### config.mk
export PLATFORM = sky130hd
export DESIGN_NAME = fcd_top
export DESIGN_NICKNAME = d
export VERILOG_FILES = /design/src/rtl/fcd_pkg.sv /design/src/rtl/fcd_sync.sv /design/src/rtl/fcd_top.sv
export VERILOG_INCLUDE_DIRS = /design/src /design/src/rtl
export SDC_FILE = /design/constraint.sdc
export NUM_CORES = 1
export LEC_CHECK = 0
export ABC_CLOCK_PERIOD_IN_PS = 12330
export BUFFER_PORTS_ARGS = -buffer_cell sky130_fd_sc_hd__buf_4
export CAP_MARGIN = 20
export CORE_MARGIN = 2
export CORE_UTILIZATION = 40
export DETAILED_ROUTE_END_ITERATION = 10
export SYNTH_ARGS = -nofsm -noshare
export SYNTH_HDL_FRONTEND = slang
export SYNTH_SLANG_ARGS = --single-unit
### constraint.sdc
create_clock -name i_core_clk -period 12.33 [get_ports i_core_clk]
set_input_delay 2.466 -clock i_core_clk [delete_from_list [all_inputs] [get_ports i_core_clk]]
set_output_delay 2.466 -clock i_core_clk [all_outputs]
set_load 0.01 [all_outputs]
### src/rtl/fcd_cfg.svh
// constants of the flash command decoder: codes, bit positions, offsets, resets
`ifndef FCD_CFG_SVH
`define FCD_CFG_SVH

// bus geometry
`define FCD_ADDR_W 22
`define FCD_DATA_W 16
`define FCD_NPART 4
`define FCD_PART_HI 21
`define FCD_PART_LO 20
`define FCD_CMD_HI 7
`define FCD_CFG_ADDR_HI 15

// command codes
`define FCD_CMD_READ_ARRAY 8'hFF
`define FCD_CMD_READ_STATUS 8'h70
`define FCD_CMD_READ_IDENT 8'h90
`define FCD_CMD_READ_QUERY 8'h98
`define FCD_CMD_CLEAR_STATUS 8'h50
`define FCD_CMD_PROG_SETUP 8'h40
`define FCD_CMD_PROG_ALT 8'h10
`define FCD_CMD_FAST_SETUP 8'h30
`define FCD_CMD_ERASE_SETUP 8'h20
`define FCD_CMD_CONFIRM 8'hD0
`define FCD_CMD_SUSPEND 8'hB0
`define FCD_CMD_LOCK_SETUP 8'h60
`define FCD_CMD_LOCK_BLOCK 8'h01
`define FCD_CMD_LOCK_DOWN 8'h2F
`define FCD_CMD_SET_CONFIG 8'h03
`define FCD_CMD_PROT_SETUP 8'hC0

// flash_status_reg bit positions
`define FCD_SR_READY 7
`define FCD_SR_ESUS 6
`define FCD_SR_ERASE 5
`define FCD_SR_PROG 4
`define FCD_SR_VPP 3
`define FCD_SR_PSUS 2
`define FCD_SR_LOCK 1
`define FCD_SR_W 8

// reset values
`define FCD_SR_RST 8'h80
`define FCD_CFG_ASYNC_BIT 15
`define FCD_CFG_RST 16'h8000
`define FCD_CTRL_EN_RST 1'b1

// wishbone register offsets (byte addresses)
`define FCD_WB_ADR_W 4
`define FCD_OFS_STATUS 4'h0
`define FCD_OFS_CONFIG 4'h4
`define FCD_OFS_MODES 4'h8
`define FCD_OFS_CTRL 4'hC
`define FCD_CTRL_EN_BIT 0

`endif

### src/rtl/fcd_pkg.sv
// types of the flash command decoder
`include "fcd_cfg.svh"

package fcd_pkg;

    // per-partition read mode
    typedef enum logic [1:0] {RD_ARRAY, RD_STATUS, RD_IDENT, RD_QUERY} fcd_rmode_type;

    // command sequencer states
    typedef enum logic [2:0] {
        ST_IDLE, ST_PGM_SETUP, ST_FAST_SETUP, ST_FAST_RUN,
        ST_ERASE_SETUP, ST_LOCK_SETUP, ST_PROT_SETUP
    } fcd_state_type;

    // operation handed to the embedded_algorithm_engine
    typedef enum logic [1:0] {OP_PROGRAM, OP_FAST, OP_ERASE, OP_PROT} fcd_op_type;

    // block lock actions
    typedef enum logic [1:0] {LK_LOCK, LK_UNLOCK, LK_DOWN} fcd_lock_type;

    // all state of the decoder top
    typedef struct packed {
        fcd_state_type st;
        fcd_op_type op;
        logic [1:0] busy_part;
        fcd_rmode_type [`FCD_NPART-1:0] modes;
        logic [`FCD_SR_W-1:0] sr;
        logic [`FCD_DATA_W-1:0] cfg;
        logic ctrl_en;
        logic ce_d;
        logic oe_d;
        logic we_d;
        logic [`FCD_SR_W-1:0] snap;
        logic [`FCD_DATA_W-1:0] dq_out;
        logic dq_oe;
        logic byte_only;
        fcd_rmode_type rd_mode;
        logic eng_start;
        fcd_op_type eng_op;
        logic [`FCD_ADDR_W-1:0] eng_addr;
        logic [`FCD_DATA_W-1:0] eng_data;
        logic eng_susp;
        logic eng_res;
        logic lock_req;
        fcd_lock_type lock_act;
        logic [`FCD_ADDR_W-1:0] lock_addr;
        logic wb_ack;
        logic [31:0] wb_dat;
    } fcd_regs_type;

endpackage

### src/rtl/fcd_sync.sv
// two flip-flop synchroniser for a vector of levels
`timescale 1ns/1ns

module fcd_sync #(
    parameter int WIDTH = 1,
    parameter logic [WIDTH-1:0] RST_VAL = '0
) (
    input wire logic i_core_clk,
    input wire logic i_rst_n,
    input wire logic [WIDTH-1:0] i_async,
    output logic [WIDTH-1:0] o_sync
);

    typedef struct packed {
        logic [WIDTH-1:0] meta;
        logic [WIDTH-1:0] stage;
    } fcd_sync_state_type;

    fcd_sync_state_type r;
    fcd_sync_state_type n;

    // meta feeds only the second stage
    always_comb
    begin
        n = r;
        n.meta = i_async;
        n.stage = r.meta;
    end

    // register the chain
    always_ff @(posedge i_core_clk or negedge i_rst_n)
    begin
        if (!i_rst_n)
        begin
            r <= {RST_VAL, RST_VAL};
        end
        else
        begin
            r <= n;
        end
    end

    assign o_sync = r.stage;

endmodule

### src/rtl/fcd_top.sv
// command_decoder of a multi-partition nor flash with wishbone register access
`timescale 1ns/1ns
`include "fcd_cfg.svh"

// Summary of operation
// (RULE1) FFh puts partition in array read
// (RULE2) 70h or program/erase gives status mode
// (RULE3) 90h identifier mode, full sixteen data lines
// (RULE4) 98h query mode, low byte only
// (RULE5) engine sets error flags, never clears
// (RULE6) sticky flags cleared by reset or 50h
// (RULE7) word program: 40h then address and data
// (RULE8) 10h acts like 40h
// (RULE9) status snapshot refreshed on ce/oe toggle
// (RULE10) host issues FFh to read array again
// (RULE11) 30h+D0h fast program, other commands ignored
// (RULE12) erase: 20h then D0h at block
// (RULE13) bad erase confirm: seq error, status mode
// (RULE14) busy partition takes only 70h and B0h
// (RULE15) B0h suspends; ready plus suspend bit
// (RULE16) suspension held until reset or resume
// (RULE17) D0h while suspended resumes the operation
// (RULE18) 60h then 01h/D0h/2Fh: lock/unlock/lockdown
// (RULE19) unlock of locked-down block does nothing
// (RULE20) bad lock second code: sequence error
// (RULE21) C0h then protection program, status mode
// (RULE22) 60h+03h loads config from low address
// (RULE23) reset: array mode, status 80h, async config
// (RULE24) write captured on write strobe rising edge
// (RULE25) host runs one program/erase at once
// (RULE26) write between setup and confirm: error
// (RULE27) read mode kept per partition, upper bits
module fcd_top (
    input wire logic i_core_clk,
    input wire logic i_rst_n,
    input wire logic i_ce_n,
    input wire logic i_oe_n,
    input wire logic i_we_n,
    input wire logic i_addr_valid_n,
    input wire logic [`FCD_ADDR_W-1:0] i_addr,
    input wire logic [`FCD_DATA_W-1:0] i_dq_in,
    output logic [`FCD_DATA_W-1:0] o_dq_out,
    output logic o_dq_oe,
    output logic o_dq_byte_only,
    output logic [1:0] o_rd_mode,
    output logic o_eng_start,
    output logic [1:0] o_eng_op,
    output logic [`FCD_ADDR_W-1:0] o_eng_addr,
    output logic [`FCD_DATA_W-1:0] o_eng_data,
    output logic o_eng_suspend,
    output logic o_eng_resume,
    input wire logic i_eng_busy,
    input wire logic i_eng_suspended,
    input wire logic i_eng_err_lock,
    input wire logic i_eng_err_vpp,
    input wire logic i_eng_err_prog,
    input wire logic i_eng_err_erase,
    output logic o_lock_req,
    output logic [1:0] o_lock_act,
    output logic [`FCD_ADDR_W-1:0] o_lock_addr,
    input wire logic i_blk_locked_down,
    output logic [`FCD_DATA_W-1:0] o_cfg_reg,
    output logic [`FCD_SR_W-1:0] o_status,
    input wire logic i_wb_cyc,
    input wire logic i_wb_stb,
    input wire logic i_wb_we,
    input wire logic [`FCD_WB_ADR_W-1:0] i_wb_adr,
    input wire logic [3:0] i_wb_sel,
    input wire logic [31:0] i_wb_dat,
    output logic [31:0] o_wb_dat,
    output logic o_wb_ack
);

    localparam fcd_pkg::fcd_regs_type REGS_RST = '{
        st: fcd_pkg::ST_IDLE, op: fcd_pkg::OP_PROGRAM, busy_part: 2'h0,
        modes: {`FCD_NPART{fcd_pkg::RD_ARRAY}}, sr: `FCD_SR_RST, cfg: `FCD_CFG_RST,
        ctrl_en: `FCD_CTRL_EN_RST, ce_d: 1'b1, oe_d: 1'b1, we_d: 1'b1, snap: `FCD_SR_RST,
        dq_out: '0, dq_oe: 1'b0, byte_only: 1'b0, rd_mode: fcd_pkg::RD_ARRAY,
        eng_start: 1'b0, eng_op: fcd_pkg::OP_PROGRAM, eng_addr: '0, eng_data: '0,
        eng_susp: 1'b0, eng_res: 1'b0, lock_req: 1'b0, lock_act: fcd_pkg::LK_LOCK,
        lock_addr: '0, wb_ack: 1'b0, wb_dat: '0
    };

    logic rst_sync_n;
    logic [3:0] ctl_s;
    logic [`FCD_ADDR_W+`FCD_DATA_W-1:0] bus_s;
    fcd_pkg::fcd_regs_type r, n;

    // reset release through two flops
    fcd_sync #(.WIDTH(1), .RST_VAL(1'b0)) u_rst_sync (.i_core_clk(i_core_clk),
        .i_rst_n(i_rst_n), .i_async(1'b1), .o_sync(rst_sync_n));

    // control pins: adv, we, oe, ce (idle high)
    fcd_sync #(.WIDTH(4), .RST_VAL(4'hF)) u_ctl_sync (.i_core_clk(i_core_clk),
        .i_rst_n(rst_sync_n), .i_async({i_addr_valid_n, i_we_n, i_oe_n, i_ce_n}),
        .o_sync(ctl_s));

    // address and data pins
    fcd_sync #(.WIDTH(`FCD_ADDR_W+`FCD_DATA_W), .RST_VAL('0)) u_bus_sync (
        .i_core_clk(i_core_clk), .i_rst_n(rst_sync_n), .i_async({i_addr, i_dq_in}),
        .o_sync(bus_s));

    // command decode, status upkeep, read path and bus slave
    always_comb
    begin
        logic ce_n, oe_n, we_n, adv_n;
        logic [`FCD_ADDR_W-1:0] addr;
        logic [`FCD_DATA_W-1:0] dq;
        logic [7:0] cmd;
        logic [1:0] wpart;
        logic wr_ev, busy_run, seq_err, clr_sticky;
        logic [`FCD_SR_W-1:0] set_mask, clr_mask;
        {adv_n, we_n, oe_n, ce_n} = ctl_s;
        {addr, dq} = bus_s;
        cmd = dq[`FCD_CMD_HI:0];
        wpart = addr[`FCD_PART_HI:`FCD_PART_LO]; // [RULE27]
        seq_err = 1'b0;
        clr_sticky = 1'b0;
        set_mask = 8'h00;
        clr_mask = 8'h00;
        busy_run = i_eng_busy & ~i_eng_suspended;
        n = r;
        n.eng_start = 1'b0;
        n.eng_susp = 1'b0;
        n.eng_res = 1'b0;
        n.lock_req = 1'b0;
        n.we_d = we_n;
        n.ce_d = ce_n;
        n.oe_d = oe_n;
        // write taken at the write strobe rise
        wr_ev = ~r.we_d & we_n & ~ce_n & ~adv_n & r.ctrl_en; // [RULE24]

        if (wr_ev)
        begin
            unique case (r.st)
                fcd_pkg::ST_IDLE:
                begin
                    if (busy_run && wpart == r.busy_part)
                    begin
                        // running partition: only status read and suspend
                        if (cmd == `FCD_CMD_READ_STATUS)
                            n.modes[wpart] = fcd_pkg::RD_STATUS; // [RULE14]
                        else if (cmd == `FCD_CMD_SUSPEND)
                            n.eng_susp = 1'b1; // [RULE14] [RULE15]
                    end
                    else
                    begin
                        unique case (cmd)
                            `FCD_CMD_READ_ARRAY: n.modes[wpart] = fcd_pkg::RD_ARRAY; // [RULE1]
                            `FCD_CMD_READ_STATUS: n.modes[wpart] = fcd_pkg::RD_STATUS; // [RULE2]
                            `FCD_CMD_READ_IDENT: n.modes[wpart] = fcd_pkg::RD_IDENT; // [RULE3]
                            `FCD_CMD_READ_QUERY: n.modes[wpart] = fcd_pkg::RD_QUERY; // [RULE4]
                            `FCD_CMD_CLEAR_STATUS: clr_sticky = 1'b1; // [RULE6]
                            `FCD_CMD_PROG_SETUP, `FCD_CMD_PROG_ALT:
                            begin
                                n.st = fcd_pkg::ST_PGM_SETUP; // [RULE7] [RULE8]
                                n.modes[wpart] = fcd_pkg::RD_STATUS;
                            end
                            `FCD_CMD_FAST_SETUP:
                            begin
                                n.st = fcd_pkg::ST_FAST_SETUP; // [RULE11]
                                n.modes[wpart] = fcd_pkg::RD_STATUS;
                            end
                            `FCD_CMD_ERASE_SETUP:
                            begin
                                n.st = fcd_pkg::ST_ERASE_SETUP; // [RULE12]
                                n.modes[wpart] = fcd_pkg::RD_STATUS;
                            end
                            `FCD_CMD_LOCK_SETUP:
                                n.st = fcd_pkg::ST_LOCK_SETUP; // [RULE18] [RULE22]
                            `FCD_CMD_PROT_SETUP:
                            begin
                                n.st = fcd_pkg::ST_PROT_SETUP; // [RULE21]
                                n.modes[wpart] = fcd_pkg::RD_STATUS;
                            end
                            `FCD_CMD_SUSPEND:
                                n.eng_susp = busy_run; // [RULE15]
                            `FCD_CMD_CONFIRM:
                                n.eng_res = i_eng_suspended; // [RULE17]
                            default:
                                n.st = r.st; // unassigned codes ignored
                        endcase
                    end
                end
                fcd_pkg::ST_PGM_SETUP, fcd_pkg::ST_PROT_SETUP:
                begin
                    // second cycle carries target address and data
                    n.eng_start = 1'b1; // [RULE7] [RULE21]
                    n.eng_op = (r.st == fcd_pkg::ST_PGM_SETUP) ?
                        fcd_pkg::OP_PROGRAM : fcd_pkg::OP_PROT;
                    n.op = n.eng_op;
                    n.eng_addr = addr;
                    n.eng_data = dq;
                    n.busy_part = wpart;
                    n.modes[wpart] = fcd_pkg::RD_STATUS; // [RULE2]
                    n.st = fcd_pkg::ST_IDLE;
                end
                fcd_pkg::ST_FAST_SETUP:
                begin
                    if (cmd == `FCD_CMD_CONFIRM)
                    begin
                        n.st = fcd_pkg::ST_FAST_RUN; // [RULE11]
                        n.busy_part = wpart;
                        n.op = fcd_pkg::OP_FAST;
                        n.eng_addr = addr;
                    end
                    else
                    begin
                        seq_err = 1'b1; // [RULE26]
                        n.st = fcd_pkg::ST_IDLE;
                    end
                end
                fcd_pkg::ST_FAST_RUN:
                begin
                    if (wpart == r.busy_part)
                    begin
                        // every write is program data, never a command
                        n.eng_start = 1'b1; // [RULE11]
                        n.eng_op = fcd_pkg::OP_FAST;
                        n.eng_addr = addr;
                        n.eng_data = dq;
                    end
                    else
                        n.st = fcd_pkg::ST_IDLE; // another partition ends it
                end
                fcd_pkg::ST_ERASE_SETUP:
                begin
                    if (cmd == `FCD_CMD_CONFIRM)
                    begin
                        n.eng_start = 1'b1; // [RULE12]
                        n.eng_op = fcd_pkg::OP_ERASE;
                        n.op = fcd_pkg::OP_ERASE;
                        n.eng_addr = addr;
                        n.eng_data = dq;
                        n.busy_part = wpart;
                    end
                    else
                        seq_err = 1'b1; // [RULE13] [RULE26]
                    n.modes[wpart] = fcd_pkg::RD_STATUS; // [RULE13]
                    n.st = fcd_pkg::ST_IDLE;
                end
                fcd_pkg::ST_LOCK_SETUP:
                begin
                    n.lock_addr = addr;
                    unique case (cmd)
                        `FCD_CMD_LOCK_BLOCK:
                        begin
                            n.lock_req = 1'b1; // [RULE18]
                            n.lock_act = fcd_pkg::LK_LOCK;
                        end
                        `FCD_CMD_CONFIRM:
                        begin
                            n.lock_req = ~i_blk_locked_down; // [RULE18] [RULE19]
                            n.lock_act = fcd_pkg::LK_UNLOCK;
                        end
                        `FCD_CMD_LOCK_DOWN:
                        begin
                            n.lock_req = 1'b1; // [RULE18]
                            n.lock_act = fcd_pkg::LK_DOWN;
                        end
                        `FCD_CMD_SET_CONFIG:
                        begin
                            n.cfg = addr[`FCD_CFG_ADDR_HI:0]; // [RULE22]
                            n.modes[wpart] = fcd_pkg::RD_ARRAY; // [RULE22]
                        end
                        default:
                            seq_err = 1'b1; // [RULE20] [RULE22] [RULE26]
                    endcase
                    n.st = fcd_pkg::ST_IDLE;
                end
            endcase
        end

        // status: live ready/suspend bits, sticky error bits
        n.sr[`FCD_SR_READY] = ~i_eng_busy | i_eng_suspended; // [RULE15]
        n.sr[`FCD_SR_ESUS] = i_eng_suspended & (r.op == fcd_pkg::OP_ERASE); // [RULE15] [RULE16]
        n.sr[`FCD_SR_PSUS] = i_eng_suspended & (r.op != fcd_pkg::OP_ERASE); // [RULE15] [RULE16]
        set_mask[`FCD_SR_LOCK] = i_eng_err_lock; // [RULE5]
        set_mask[`FCD_SR_VPP] = i_eng_err_vpp; // [RULE5]
        set_mask[`FCD_SR_PROG] = i_eng_err_prog | seq_err; // [RULE5] [RULE13]
        set_mask[`FCD_SR_ERASE] = i_eng_err_erase | seq_err; // [RULE5] [RULE13]
        clr_mask[`FCD_SR_LOCK] = clr_sticky;
        clr_mask[`FCD_SR_VPP] = clr_sticky;
        clr_mask[`FCD_SR_PROG] = clr_sticky;
        clr_mask[`FCD_SR_ERASE] = clr_sticky;
        // a set in the clearing cycle wins
        n.sr = (n.sr & ~clr_mask) | set_mask; // [RULE5] [RULE6]

        // read path for the addressed partition
        n.rd_mode = r.modes[wpart]; // [RULE27]
        n.dq_oe = ~ce_n & ~oe_n & we_n;
        if ((r.ce_d & ~ce_n) | (r.oe_d & ~oe_n))
        begin
            n.snap = r.sr; // [RULE9]
        end
        n.dq_out = (r.rd_mode == fcd_pkg::RD_STATUS) ? {8'h00, r.snap} : 16'h0000;
        n.byte_only = (r.rd_mode == fcd_pkg::RD_QUERY); // [RULE3] [RULE4]

        // wishbone classic slave, one wait state
        n.wb_ack = i_wb_cyc & i_wb_stb & ~r.wb_ack;
        if (n.wb_ack)
        begin
            unique case (i_wb_adr)
                `FCD_OFS_STATUS: n.wb_dat = {24'h000000, r.sr};
                `FCD_OFS_CONFIG: n.wb_dat = {16'h0000, r.cfg};
                `FCD_OFS_MODES: n.wb_dat = {24'h000000, r.modes};
                `FCD_OFS_CTRL: n.wb_dat = {31'h00000000, r.ctrl_en};
                default: n.wb_dat = 32'h00000000;
            endcase
            if (i_wb_we && i_wb_adr == `FCD_OFS_CTRL && i_wb_sel[0])
                n.ctrl_en = i_wb_dat[`FCD_CTRL_EN_BIT];
        end
    end

    // single register of the whole state
    always_ff @(posedge i_core_clk or negedge rst_sync_n)
    begin
        if (!rst_sync_n)
            r <= REGS_RST; // [RULE23]
        else
            r <= n;
    end

    // outputs straight from the state register
    assign o_dq_out = r.dq_out;
    assign o_dq_oe = r.dq_oe;
    assign o_dq_byte_only = r.byte_only;
    assign o_rd_mode = r.rd_mode;
    assign o_eng_start = r.eng_start;
    assign o_eng_op = r.eng_op;
    assign o_eng_addr = r.eng_addr;
    assign o_eng_data = r.eng_data;
    assign o_eng_suspend = r.eng_susp;
    assign o_eng_resume = r.eng_res;
    assign o_lock_req = r.lock_req;
    assign o_lock_act = r.lock_act;
    assign o_lock_addr = r.lock_addr;
    assign o_cfg_reg = r.cfg;
    assign o_status = r.sr;
    assign o_wb_dat = r.wb_dat;
    assign o_wb_ack = r.wb_ack;

endmodule

======== Word-level counts from Yosys, hierarchy flattened ========
Cells that the tools add are included.
storage, ports and cells
  flip-flop bits (word level) ............. 250
  input port bits ......................... 94
  output and inout bits ................... 145
  logic and storage cells ................. 184
cells by class
  magnitude comparators ................... 2
  equality and inequality tests ........... 39
  muxes and demuxes ....................... 44
  bitwise logic cells ..................... 37
  reduce and logical (&&, ||, !) cells .... 27
operators by type and width
  cell                                                  number
  case mux 22 bit (4 select lines)                      1
  two-way mux 41 bit                                    2
  two-way mux 68 bit                                    1
  case mux 16 bit (4 select lines)                      1
  equality test 8 bit (second input constant)           6
  case mux 16 bit (3 select lines)                      1
  equality test 8 x 7 -> 1 bit (second input constant)  4
  two-way mux 8 bit                                     4
  case mux 8 bit (4 select lines)                       1
  two-way mux 25 bit                                    1
  equality test 8 x 6 -> 1 bit (second input constant)  3
  case mux 8 bit (3 select lines)                       1
  two-way mux 22 bit                                    1
  case mux 3 bit (3 select lines)                       2
  AND 8 bit                                             2
  case mux 3 bit (5 select lines)                       1
  != test 2 bit (second input constant)                 7
  AND 1 bit                                             13
  two-way mux 1 bit                                     13
  case mux 3 bit (4 select lines)                       1
  case mux 4 bit (3 select lines)                       1
  AND reduction 4 bit                                   3
  nonzero test 3 bit                                    4
  two-way mux 2 bit                                     5
  41 further kinds                                      70

======== Longest topological paths before layout ========
Gate-level depths: netlist of the first run.
  depth after elaboration ................. 9
  gate-level depth with buffers ........... 10
  gate-level depth less buffers ........... 7

======== Cells and area by module ========
From an unflattened synthesis of the first run, not the netlist that was laid out.
second synthesis, totals
  cells, all modules ...................... 780
  area, all modules ....................... 9786.9 µm²
modules (own cells, without submodules)
  module                  times used  cells each  area each (µm²)
  fcd_top                 1           694         7624.8
  fcd_sync at u_bus_sync  1           76          1901.8
  fcd_sync at u_ctl_sync  1           8           210.2
  fcd_sync at u_rst_sync  1           2           50.0

======== Worst setup path before layout of the first run ========
OpenSTA, ideal clock, no wires.
  kind .................................... input -> register
  start point ............................. input port i_eng_busy
  end point ............................... register r[159] (netlist bit)
  data arrival time ....................... 3.712 ns
  data required time ...................... 12.205 ns
  setup slack ............................. 8.494 ns
  stages on the path ...................... 6
  buffers on the path ..................... 0
  cells stage by stage .................... nor2b_1 and3_1 a211oi_1 nand2_1 nor3b_1 mux2_2
on the way
  word-level cells in the longest chain between the ends .. 4
RTL lines
  item                                                                                            RTL line        source
  start, declared                                                                                 fcd_top.sv:52   input wire logic i_eng_busy,
  AND 1 bit (*)                                                                                   fcd_top.sv:121  busy_run = i_eng_busy & ~i_eng_suspended;
  logical AND 1 bit (*)                                                                           fcd_top.sv:138  if (busy_run && wpart == r.busy_part)
  != test 6 x 3 -> 1 bit (no source line) (tied with other cells)                                 -
  AND reduction 5 bit (no source line) / case mux 8 bit (3 select lines) (equally long branches)  -
  end signal, assigned                                                                            fcd_top.sv:321  r <= n;
  end, declared                                                                                   fcd_top.sv:87   fcd_pkg::fcd_regs_type r, n;
Mark *: on every way between the ends. The rest lies on a longest branch, timed or not.
A chain may end at the register's enable or synchronous reset.

======== Worst setup path after layout of the first run ========
Ends and elaborated chain as after synthesis.

==> reports/qor.yml, run 1 <==
antenna_cells: 0
clock_skew_ns: 0.0126
antenna_found_initial: 0
required_ns: 12.72
drtPass1Iterations: 4
totalWireLength_mm: 18.4
crit_chain: "buf_4 > nor2b_1 > and3_1 > a211oi_1 > nand2_1 > nor3b_1 > mux2_2"
fin_util_pct: 47.0
cts_buffers: 25
grt_usage_pct: 14.7
htree_num_levels: 1
place_area_um2: 10200
initial_core_util_pct: 40.7
slew_headroom_pct: 32.4
p_per_area_nw_per_um2: 146
root_buffer: "clkbuf_16"
p_leak_uw: 0.00540
hpwlAfterDp_mm: 12.7
path_buf_inv: 1
critPathCapture: "r[159]$_DFFE_PN0P_"
crit_family: "simple AND/OR/NAND/NOR gates"
ctsResizeCount: 0
crit_slowest_cell: "mux2_2"
die_width_um: 158
postCtsSetupRepairBufs: 0
grt_max_degree: 78
synthesis.area_um2: 9520
synth_seq_area_share_pct: 60.9
clock_path_buffers: 3
cp_max_fo: 4
final_cell_mix: "215 x dfrtp_1, 183 x buf_4, 68 x mux2_2, 35 x o21ai_0"
ff2ff_setup_slack_ns: 9.49
critPathKind: "in2reg"
nNetsFinal: 873
worstSetupEndpointType: "flip-flop"
synth_seq_cells: 231
port_buffers: 178
insertion_delay_ns: 0.51
setup_viol: 0
ys.flop_type: "dfrtp_1"
num-fill-cells: 2158
worst_hold_path_type: "reg2async"
synth.distinct_cells: 65
core_um2: 23400
antenna_left: 0
die_h_um: 158
rsz0062_at_grt: "no"
critPathMaxStageDelay_ns: 0.37
dp_slack_ns: 8.04
avgSynthCellArea_um2: 13.5
finalHoldViolations: 0
rr_endpoint: "o_eng_data[4]$_DFFE_PN0P_"
crit_start: "i_eng_busy"
fin_ws_ns: 8.56
worstReg2RegStart: "u_bus_sync.o_sync[36]$_DFF_PN0_"
cts_sinks: 231
crit_cells: 7
rows: 56
stdcell_count: 1116
wl_per_cell_um: 16.5
die_area_um2: 25100
cp-start-kind: "input pin"
timing.final.crit_share_pct: 30.6
grt_pass1_wl_mm: 28.7
crit_arrival_ns: 4.15
min_period_ns: 3.77
cts_tree: "yes"
areaGrowthSynthToFinish_pct: 15.5
synth_edf_count: 0
ff2ff_path_depth: 6
final_area_um2: 11000
drc_errors: 0
maxSlewViolCount: 0
drt_iter0_markers: 309
holdBufCountCts: 0
ios: 239
vdd_drop_max_v: 0.0000891
grt_pass1_vias: 5159
fmax_mhz: 265
async_flop_share_pct: 100
drv_cap: 0
routed-via-count: 5174
viasPerCell: 4.64
place_inst: 1071
grt.overflow.total: 0
fin_tns_setup_ns: 0
syn_inst: 706
gp_congestion: 0.866
ys_warn_count: 0
mostFrequentLayoutCell: "dfrtp_1"
tightest_slew_ns: 1.01
path_clk_slew_ns: 0.06
outcome: "complete, no violations"
drive_gt1_share_pct: 42.8
-- metal layers --
layer	wire, um	track usage, %	vias to the layer above	part of all wire [%]
li1	-	-	2421	-
met1	8180	20.2	2565	44
met2	8630	23.5	160	47
met3	1190	3.38	28	6.4
met4	400	4.08	0	2.2
met5	0	0	-	0
-- synth_stat cells, drive strengths merged, types with 2 or more instances --
cell    instances  share of area [%]
conb            2              0.079
buf           148                 12
o21ai          36                1.9
and4            3               0.32
o21a            2               0.16
or2             3               0.20
and2            9               0.59
nor4            3               0.35
o22ai           3               0.20
mux2           90                 12
nand3b          2               0.16
nor3b           5               0.39
mux4            2               0.47
xnor2           3               0.28
o31ai           2               0.16
a21o            4               0.39
nor4b           2               0.18
clkbuf         14               0.76
a211o           2               0.18
nor2           11               0.51
a21oi           9               0.47
dfrtp         216                 57
mux2i           8               0.84
nor2b           8               0.53
inv            12               0.47
nand2b          2               0.13
dfstp          15                4.1
nor3           12               0.63
a211oi          2               0.16
a22o           16                1.5
nand3           9               0.47
a31oi           2               0.13
nand4           3               0.20
nand2          28                1.1
o211ai          2               0.16
-- cells by family (layout without fill, tap and decap cells) --
logic type,after synthesis,count (layout),synth area share [%]
buffers and inverters,174,240,13.2
adder cells (fa/ha/maj),1,1,0.105
AO/OA/AOI/OAI,89,89,6.37
other,2,27,0.0789
XOR/XNOR,4,4,0.368
flip-flops,231,231,60.9
multiplexers,100,100,12.8
AND/OR/NAND/NOR,105,105,6.19
-- per-stage QoR --
stage	hold slack (ns)	total power [uW]
floorplan	0.331	866
global placement	0.269	890
detailed placement	0.272	892
CTS	0.275	1630
global route	0.299	1670
finish	0.257	1600
-- worst min path at each step --
stage                                endpoint  slack (ns)
2_1_floorplan  u_bus_sync.o_sync[0]$_DFF_PN0_        0.33
4_1_cts            u_bus_sync.n[37]$_DFF_PN0_        0.28
6_report           u_bus_sync.n[37]$_DFF_PN0_        0.26
3_3_place_gp       u_bus_sync.n[37]$_DFF_PN0_        0.27
5_1_grt            u_bus_sync.n[37]$_DFF_PN0_        0.30
3_5_place_dp       u_bus_sync.n[37]$_DFF_PN0_        0.27
-- report_power, final --
part	leakage (uW)	internal (uW)	switching, uW
combinational	0.00209	32.4	41.3
sequential	0.00290	782	20.6
clock	0.000410	437	289
total	0.00540	1250	351
-- cell type report --
class                           instances  area (um^2)  share of cell area [%]
Inverter                               12         45.0                   0.409
Sequential cell                       231         5800                    52.8
Tap cell                              319          399                    3.63
Clock buffer                           36          738                    6.71
Timing Repair Buffer                  183         1370                    12.5
Multi-Input combinational cell        326         2560                    23.3
Clock inverter                          9         77.6                   0.705
Note: power is estimated with default switching activity, not from simulation.
==> run 2, diff against run 1 <==
- ABC_AREA: unset -> 1
- ABC_CLOCK_PERIOD_IN_PS: 12330 -> 3200
- PLACE_DENSITY: unset -> 0.65
- clock period: 12.33 -> 3.2 ns (I/O delays scaled with it)
==> reports/qor.yml, run 2 <==
synthesis.area_um2: 9640  # +1.3%
drt_iter0_markers: 359  # +16%
fmax_mhz: 453
synth.top_cell.area_share_pct: 56.0  # -0.71 points
initial_core_util_pct: 41.0  # +0.27 points
cp_max_fo: 32  # +28
critPathKind: "reg2reg"
synth_seq_area_share_pct: 60.1  # -0.76 points
die_area_um2: 25400  # +1.2%
slew_headroom_pct: 52.1  # +20 points
crit_slowest_cell: "nand3_2"
async_flop_share_pct: 100  # unchanged
antenna_found_initial: 0  # unchanged
ff2ff_setup_slack_ns: 0.99  # -8.50 ns
synth_seq_cells: 231  # unchanged
ys.flop_type: "dfrtp_1"
grt_usage_pct: 15.9  # +1.3 points
synth_common_cells: "228 x nand2_1, 216 x dfrtp_1, 141 x buf_4, 95 x inv_1, 70 x o21ai_0"
path_clk_slew_ns: 0.06  # about the same
final_cell_mix: "228 x nand2_1, 215 x dfrtp_1, 184 x buf_4, 95 x inv_1, 70 x o21ai_0"
num-fill-cells: 2250  # +4.3%
htree_num_levels: 1  # unchanged
synth_area_leaders: "dfrtp_1 56%, buf_4 11%, nand2_1 8.9%, dfstp_2 4.1%, inv_1 3.7%"
rows: 56  # unchanged
insertion_delay_ns: 0.53  # +0.02 ns
port_buffers: 178  # unchanged
min_period_ns: 2.21
syn_inst: 983  # +39%
critPathMostFrequentCell: "inv_2"
synth.distinct_cells: 33  # -49%
p_per_area_nw_per_um2: 654  # +350%
tightest_slew_ns: 0.712  # -0.294 ns
maxSlewViolCount: 0  # unchanged
die_h_um: 159  # +0.61%
cp-start-kind: "flip-flop"
rr_endpoint: "o_cfg_reg[10]$_DFFE_PN0P_"
fin_tns_setup_ns: 0  # unchanged
timing.final.crit_share_pct: 69.0
worstSetupEndpointType: "flip-flop"
die_width_um: 159  # +0.61%
root_buffer: "clkbuf_16"
outcome: "complete, no violations"
crit_chain: "inv_2 > nand2_1 > nor2_2 > inv_2 > nor2_4 > nand3_2 > o21ai_0"
avgSynthCellArea_um2: 9.81  # -27%
drtPass1Iterations: 5  # +1
core_um2: 23500  # +0.60%
p_leak_uw: 0.00580  # +7.5%
mostFrequentLayoutCell: "nand2_1"
vdd_drop_max_v: 0.000466  # +420%
grt.overflow.total: 0  # unchanged
crit_arrival_ns: 2.63  # -1.52 ns
grt_max_degree: 91  # +17%
nNetsFinal: 1159  # +33%
finalHoldViolations: 0  # unchanged
postCtsSetupRepairBufs: 0  # unchanged
antenna_cells: 0  # unchanged
ios: 239  # unchanged
worst_hold_path_type: "reg2async"
critPathMaxStageDelay_ns: 0.49  # +0.12 ns
viasPerCell: 4.46  # -3.8%
ff2ff_path_depth: 7  # +1
synth_edf_count: 0  # unchanged
wl_per_cell_um: 14.5  # -12%
drv_cap: 0  # unchanged
cts_tree: "yes"
clock_path_buffers: 3  # unchanged
drive_gt1_share_pct: 27.0  # -16 points
totalWireLength_mm: 20.3  # +10%
hpwlAfterDp_mm: 14.6  # +15%
antenna_left: 0  # unchanged
yosysMostFrequentCell: "nand2_1"
ys_warn_count: 0  # unchanged
cts_buffers: 26  # +4.0%
fin_util_pct: 48.1  # +1.1 points
drc_errors: 0  # unchanged
grt_pass1_wl_mm: 32.5  # +13%
required_ns: 3.62  # -9.10 ns
routed-via-count: 6262  # +21%
ctsResizeCount: 0  # unchanged
areaGrowthSynthToFinish_pct: 17.5
synth_top_area_cell: "dfrtp_1"
clock_skew_ns: 0.0149  # +0.00229 ns
gp_congestion: 0.872  # +0.65%
worstReg2RegStart: "r[170]$_DFFE_PN0P_"
cts_sinks: 231  # unchanged
rsz0062_at_grt: "no"
grt_pass1_vias: 5899  # +14%
setup_viol: 0  # unchanged
run 2: critical path, delay by kind of cell (launching register included):
family                 cells  cell delay (ns)
and+or+nand+nor            4             1.08
buffers and inverters      2             0.23
DFF                        1             0.44
AOI/OAI and AO/OA          1             0.35
run 2: cell families (layout without fill, tap and decap cells):
group | Yosys count | after routing | share of synthesized area (%)
compound gates | 120 | 120 | 7.16
flops | 231 | 231 | 60.1
buf+inv | 262 | 339 | 16.1
other cells | 2 | 27 | 0.0779
simple gates | 368 | 368 | 16.5
run 2: per-layer routing:
| layer | share of wire [%] | vias up | global-route usage [%] |
|---|---|---|---|
| met1 | 45 | 2952 | 22.4 |
| met4 | 2.1 | 0 | 3.97 |
| met3 | 6.2 | 28 | 3.39 |
| met5 | 0 | - | 0 |
| met2 | 47 | 186 | 25.4 |
| li1 | - | 3096 | - |
run 2: worst max-delay path by stage:
stage | cells past startpoint | start | to | slack, ns
2_1_floorplan | 0 | u_rst_sync.o_sync$_DFF_PN0_ | o_cfg_reg[0]$_DFFE_PN0P_ | 0.87
3_3_place_gp | 8 | r[170]$_DFFE_PN0P_ | o_lock_addr[11]$_DFFE_PN0P_ | 0.98
4_1_cts | 7 | r[170]$_DFFE_PN0P_ | o_lock_addr[12]$_DFFE_PN0P_ | 0.90
3_5_place_dp | 4 | r[132]$_DFFE_PN1P_ | o_lock_addr[12]$_DFFE_PN0P_ | 0.90
5_1_grt | 7 | r[170]$_DFFE_PN0P_ | o_cfg_reg[5]$_DFFE_PN0P_ | 0.69
6_report | 7 | r[170]$_DFFE_PN0P_ | o_cfg_reg[10]$_DFFE_PN0P_ | 0.99
run 2: cell type report:
type,instances,area (um^2),area share (%)
sequential,231,5800,51.2
multi-input combinational,515,2390,21.1
timing repair buffer,189,1480,13.0
clock inverter,11,114,1.00
tap,319,399,3.52
clock buffer,37,763,6.73
inverter,102,383,3.38
run 2: power by group:
| part | internal, uW | switching [uW] |
|---|---|---|
| registers | 3220 | 182 |
| clock network | 1820 | 1150 |
| logic | 480 | 561 |
run 2: through the flow:
stage | total power (uW) | setup slack (ns) | hold slack (ns) | instances | instance area (um^2)
6_report | 7410 | 0.991 | 0.180 | 1404 | 11300
5_1_grt | 7770 | 0.687 | 0.194 | 1404 | 11300
4_1_cts | 7520 | 0.896 | 0.185 | 1403 | 11300
3_5_place_dp | 4510 | 0.904 | 0.181 | 1354 | 10400
3_3_place_gp | 4480 | 0.984 | 0.179 | 1354 | 10400
2_1_floorplan | 4260 | 0.874 | 0.331 | 1008 | 9740
run 2: timing repair:
action | in CTS | in global routing
hold buffers | 1 | 0
hold endpoints to repair | 2 | 0
endpoints found under the setup margin | 0 | 0
==> run 3, diff against run 2 <==
- ABC_AREA: 1 -> 0
- ABC_CLOCK_PERIOD_IN_PS: 3200 -> 2100
- PLACE_DENSITY: 0.65 -> unset
- clock period: 3.2 -> 2.1 ns (I/O delays scaled with it)
==> reports/qor.yml, run 3 (same netlist as run 1, synthesis figures left out) <==
grt_usage_pct: 15.5  # -0.40 points
drt_iter0_markers: 244  # -32%
worstReg2RegStart: "u_bus_sync.o_sync[1]$_DFF_PN0_"
clock_skew_ns: 0.0152  # +0.000244 ns
mostFrequentLayoutCell: "buf_4"
rows: 56  # unchanged
hpwlAfterDp_mm: 13.4  # -8.0%
stdcell_count: 1224  # -13%
p_per_area_nw_per_um2: 800  # +22%
fin_ws_ns: -0.106  # -1.10 ns
violations: "setup timing"
worst_hold_path_type: "in2reg"
drv_cap: 0  # unchanged
critPathMaxStageDelay_ns: 0.41  # -0.08 ns
place_area_um2: 10700  # +2.7%
initial_core_util_pct: 40.7  # -0.27 points
required_ns: 2.50  # -1.12 ns
clock_path_buffers: 3  # unchanged
grt_pass1_vias: 5691  # -3.5%
min_period_ns: 2.21  # -0.00342 ns
setup_viol: 24  # +24
cp_max_fo: 22  # -31%
insertion_delay_ns: 0.52  # about the same
htree_num_levels: 1  # unchanged
path_clk_slew_ns: 0.06  # about the same
worstSetupEndpointType: "flip-flop"
cts_tree: "yes"
finalHoldViolations: 0  # unchanged
ios: 239  # unchanged
antenna_found_initial: 0  # unchanged
slew_headroom_pct: 65.2  # +13 points
vdd_drop_max_v: 0.000653  # +40%
grt_pass1_wl_mm: 30.5  # -6.3%
die_h_um: 158  # -0.61%
cts_sinks: 231  # unchanged
antenna_left: 0  # unchanged
crit_chain: "nor4_4 > and4_4 > o21ai_2 > a21o_4 > a221o_4 > buf_12 > mux2_4"
drc_errors: 0  # unchanged
hp-start: "i_eng_err_vpp"
p_leak_uw: 0.00597  # +2.9%
antenna_cells: 0  # unchanged
totalWireLength_mm: 19.4  # -4.6%
maxSlewViolCount: 0  # unchanged
port_buffers: 178  # unchanged
rr_endpoint: "o_eng_addr[2]$_DFFE_PN0P_"
core_um2: 23400  # -0.60%
grt.overflow.total: 0  # unchanged
wl_per_cell_um: 15.8  # +9.5%
areaGrowthSynthToFinish_pct: 28.2
ff2ff_setup_slack_ns: -0.11  # -1.10 ns
cp-start-kind: "flip-flop"
ff2ff_path_depth: 7  # unchanged
fmax_mhz: 453  # +0.16%
timing.final.crit_share_pct: 105  # +36 points
routed-via-count: 5620  # -10%
place_inst: 1127  # -17%
nNetsFinal: 980  # -15%
final_cell_mix: "239 x buf_4, 211 x dfrtp_1, 64 x mux2_2, 43 x dlygate4sd3_1, 32 x o21ai_0"
crit_slowest_cell: "dfrtp_1"
critPathKind: "reg2reg"
cts_buffers: 26  # unchanged
die_width_um: 158  # -0.61%
die_area_um2: 25100  # -1.2%
drive_gt1_share_pct: 47.4  # +20 points
rsz0062_at_grt: "yes"
dp_slack_ns: -0.112  # -1.02 ns
tightest_slew_ns: 0.521  # -0.191 ns
root_buffer: "clkbuf_16"
hold_depth: 2
gp_congestion: 0.871  # -0.14%
power_uw: 9770  # +32%
grt_max_degree: 68  # -25%
crit_arrival_ns: 2.61  # -0.02 ns
final_area_um2: 12200  # +7.7%
drtPass1Iterations: 4  # -1
hold_ws_ns: 0.0725  # -0.107 ns
viasPerCell: 4.59  # +2.9%
hold_end: "o_status[3]$_DFF_PN0_"
outcome: "finished with violations"
==> run 3: power by group <==
part           switching (uW)  leakage [uW]  internal, uW  total, uW
Combinational             331       0.00265           330        662
Sequential               83.5       0.00290          4590       4680
Clock                    1730      0.000417          2700       4430
Total                    2140       0.00597          7630       9770
==> run 3: timing repair <==
| action | CTS | global route |
|---|---|---|
| buffers inserted | 3 | 5 |
| pin swaps | 3 | 15 |
| resized for setup | 15 | 24 |
| hold endpoints to repair | 44 | 0 |
| hold buffers | 43 | 0 |
| setup endpoints to repair | 30 | 65 |
==> run 3: layout make-up <==
class / count / area, um^2
Inverter: 12 / 45.0
Sequential cell: 231 / 5810
Tap cell: 319 / 399
Fill cell: 2107 / 11200
Timing Repair Buffer: 289 / 2350
Multi-Input combinational cell: 326 / 2760
Clock buffer: 38 / 746
Clock inverter: 9 / 111
==> run 3: how the worst max path moves through the flow <==
| stage | to | slack [ns] | startpoint | cells past startpoint |
|---|---|---|---|---|
| finish | o_eng_addr[2]$_DFFE_PN0P_ | -0.11 | u_bus_sync.o_sync[1]$_DFF_PN0_ | 7 |
| global route | o_eng_addr[19]$_DFFE_PN0P_ | -0.17 | u_bus_sync.o_sync[1]$_DFF_PN0_ | 7 |
| CTS | o_eng_addr[19]$_DFFE_PN0P_ | -0.10 | u_bus_sync.o_sync[0]$_DFF_PN0_ | 7 |
| detailed placement | o_eng_addr[8]$_DFFE_PN0P_ | -0.11 | u_bus_sync.o_sync[1]$_DFF_PN0_ | 7 |
| global placement | o_eng_addr[2]$_DFFE_PN0P_ | -0.11 | u_bus_sync.o_sync[1]$_DFF_PN0_ | 7 |
| floorplan | o_cfg_reg[0]$_DFFE_PN0P_ | -0.23 | u_rst_sync.o_sync$_DFF_PN0_ | 0 |
==> run 3: critical path, delay by kind of cell, from the launching register on <==
kind | cells | cell delay [ns]
and+or+nand+nor | 2 | 0.56
buffers and inverters | 1 | 0.19
DFF | 1 | 0.41
AOI/OAI and AO/OA | 3 | 0.62
muxes | 1 | 0.31
==> run 3: metal layers <==
metal / track usage (%) / wire length (um)
met2: 26.0 / 9280
met3: 3.16 / 1110
met4: 3.69 / 404
met5: 0 / 0
met1: 21.0 / 8600
==> run 3: metrics by stage <==
stage	setup TNS, ns	utilization, %
after floorplan	-51.78	-
after global placement	-2.54	45.7
after detailed placement	-2.58	45.7
after CTS	-2.15	51.7
after global routing	-4.92	52.2
final	-2.28	52.2
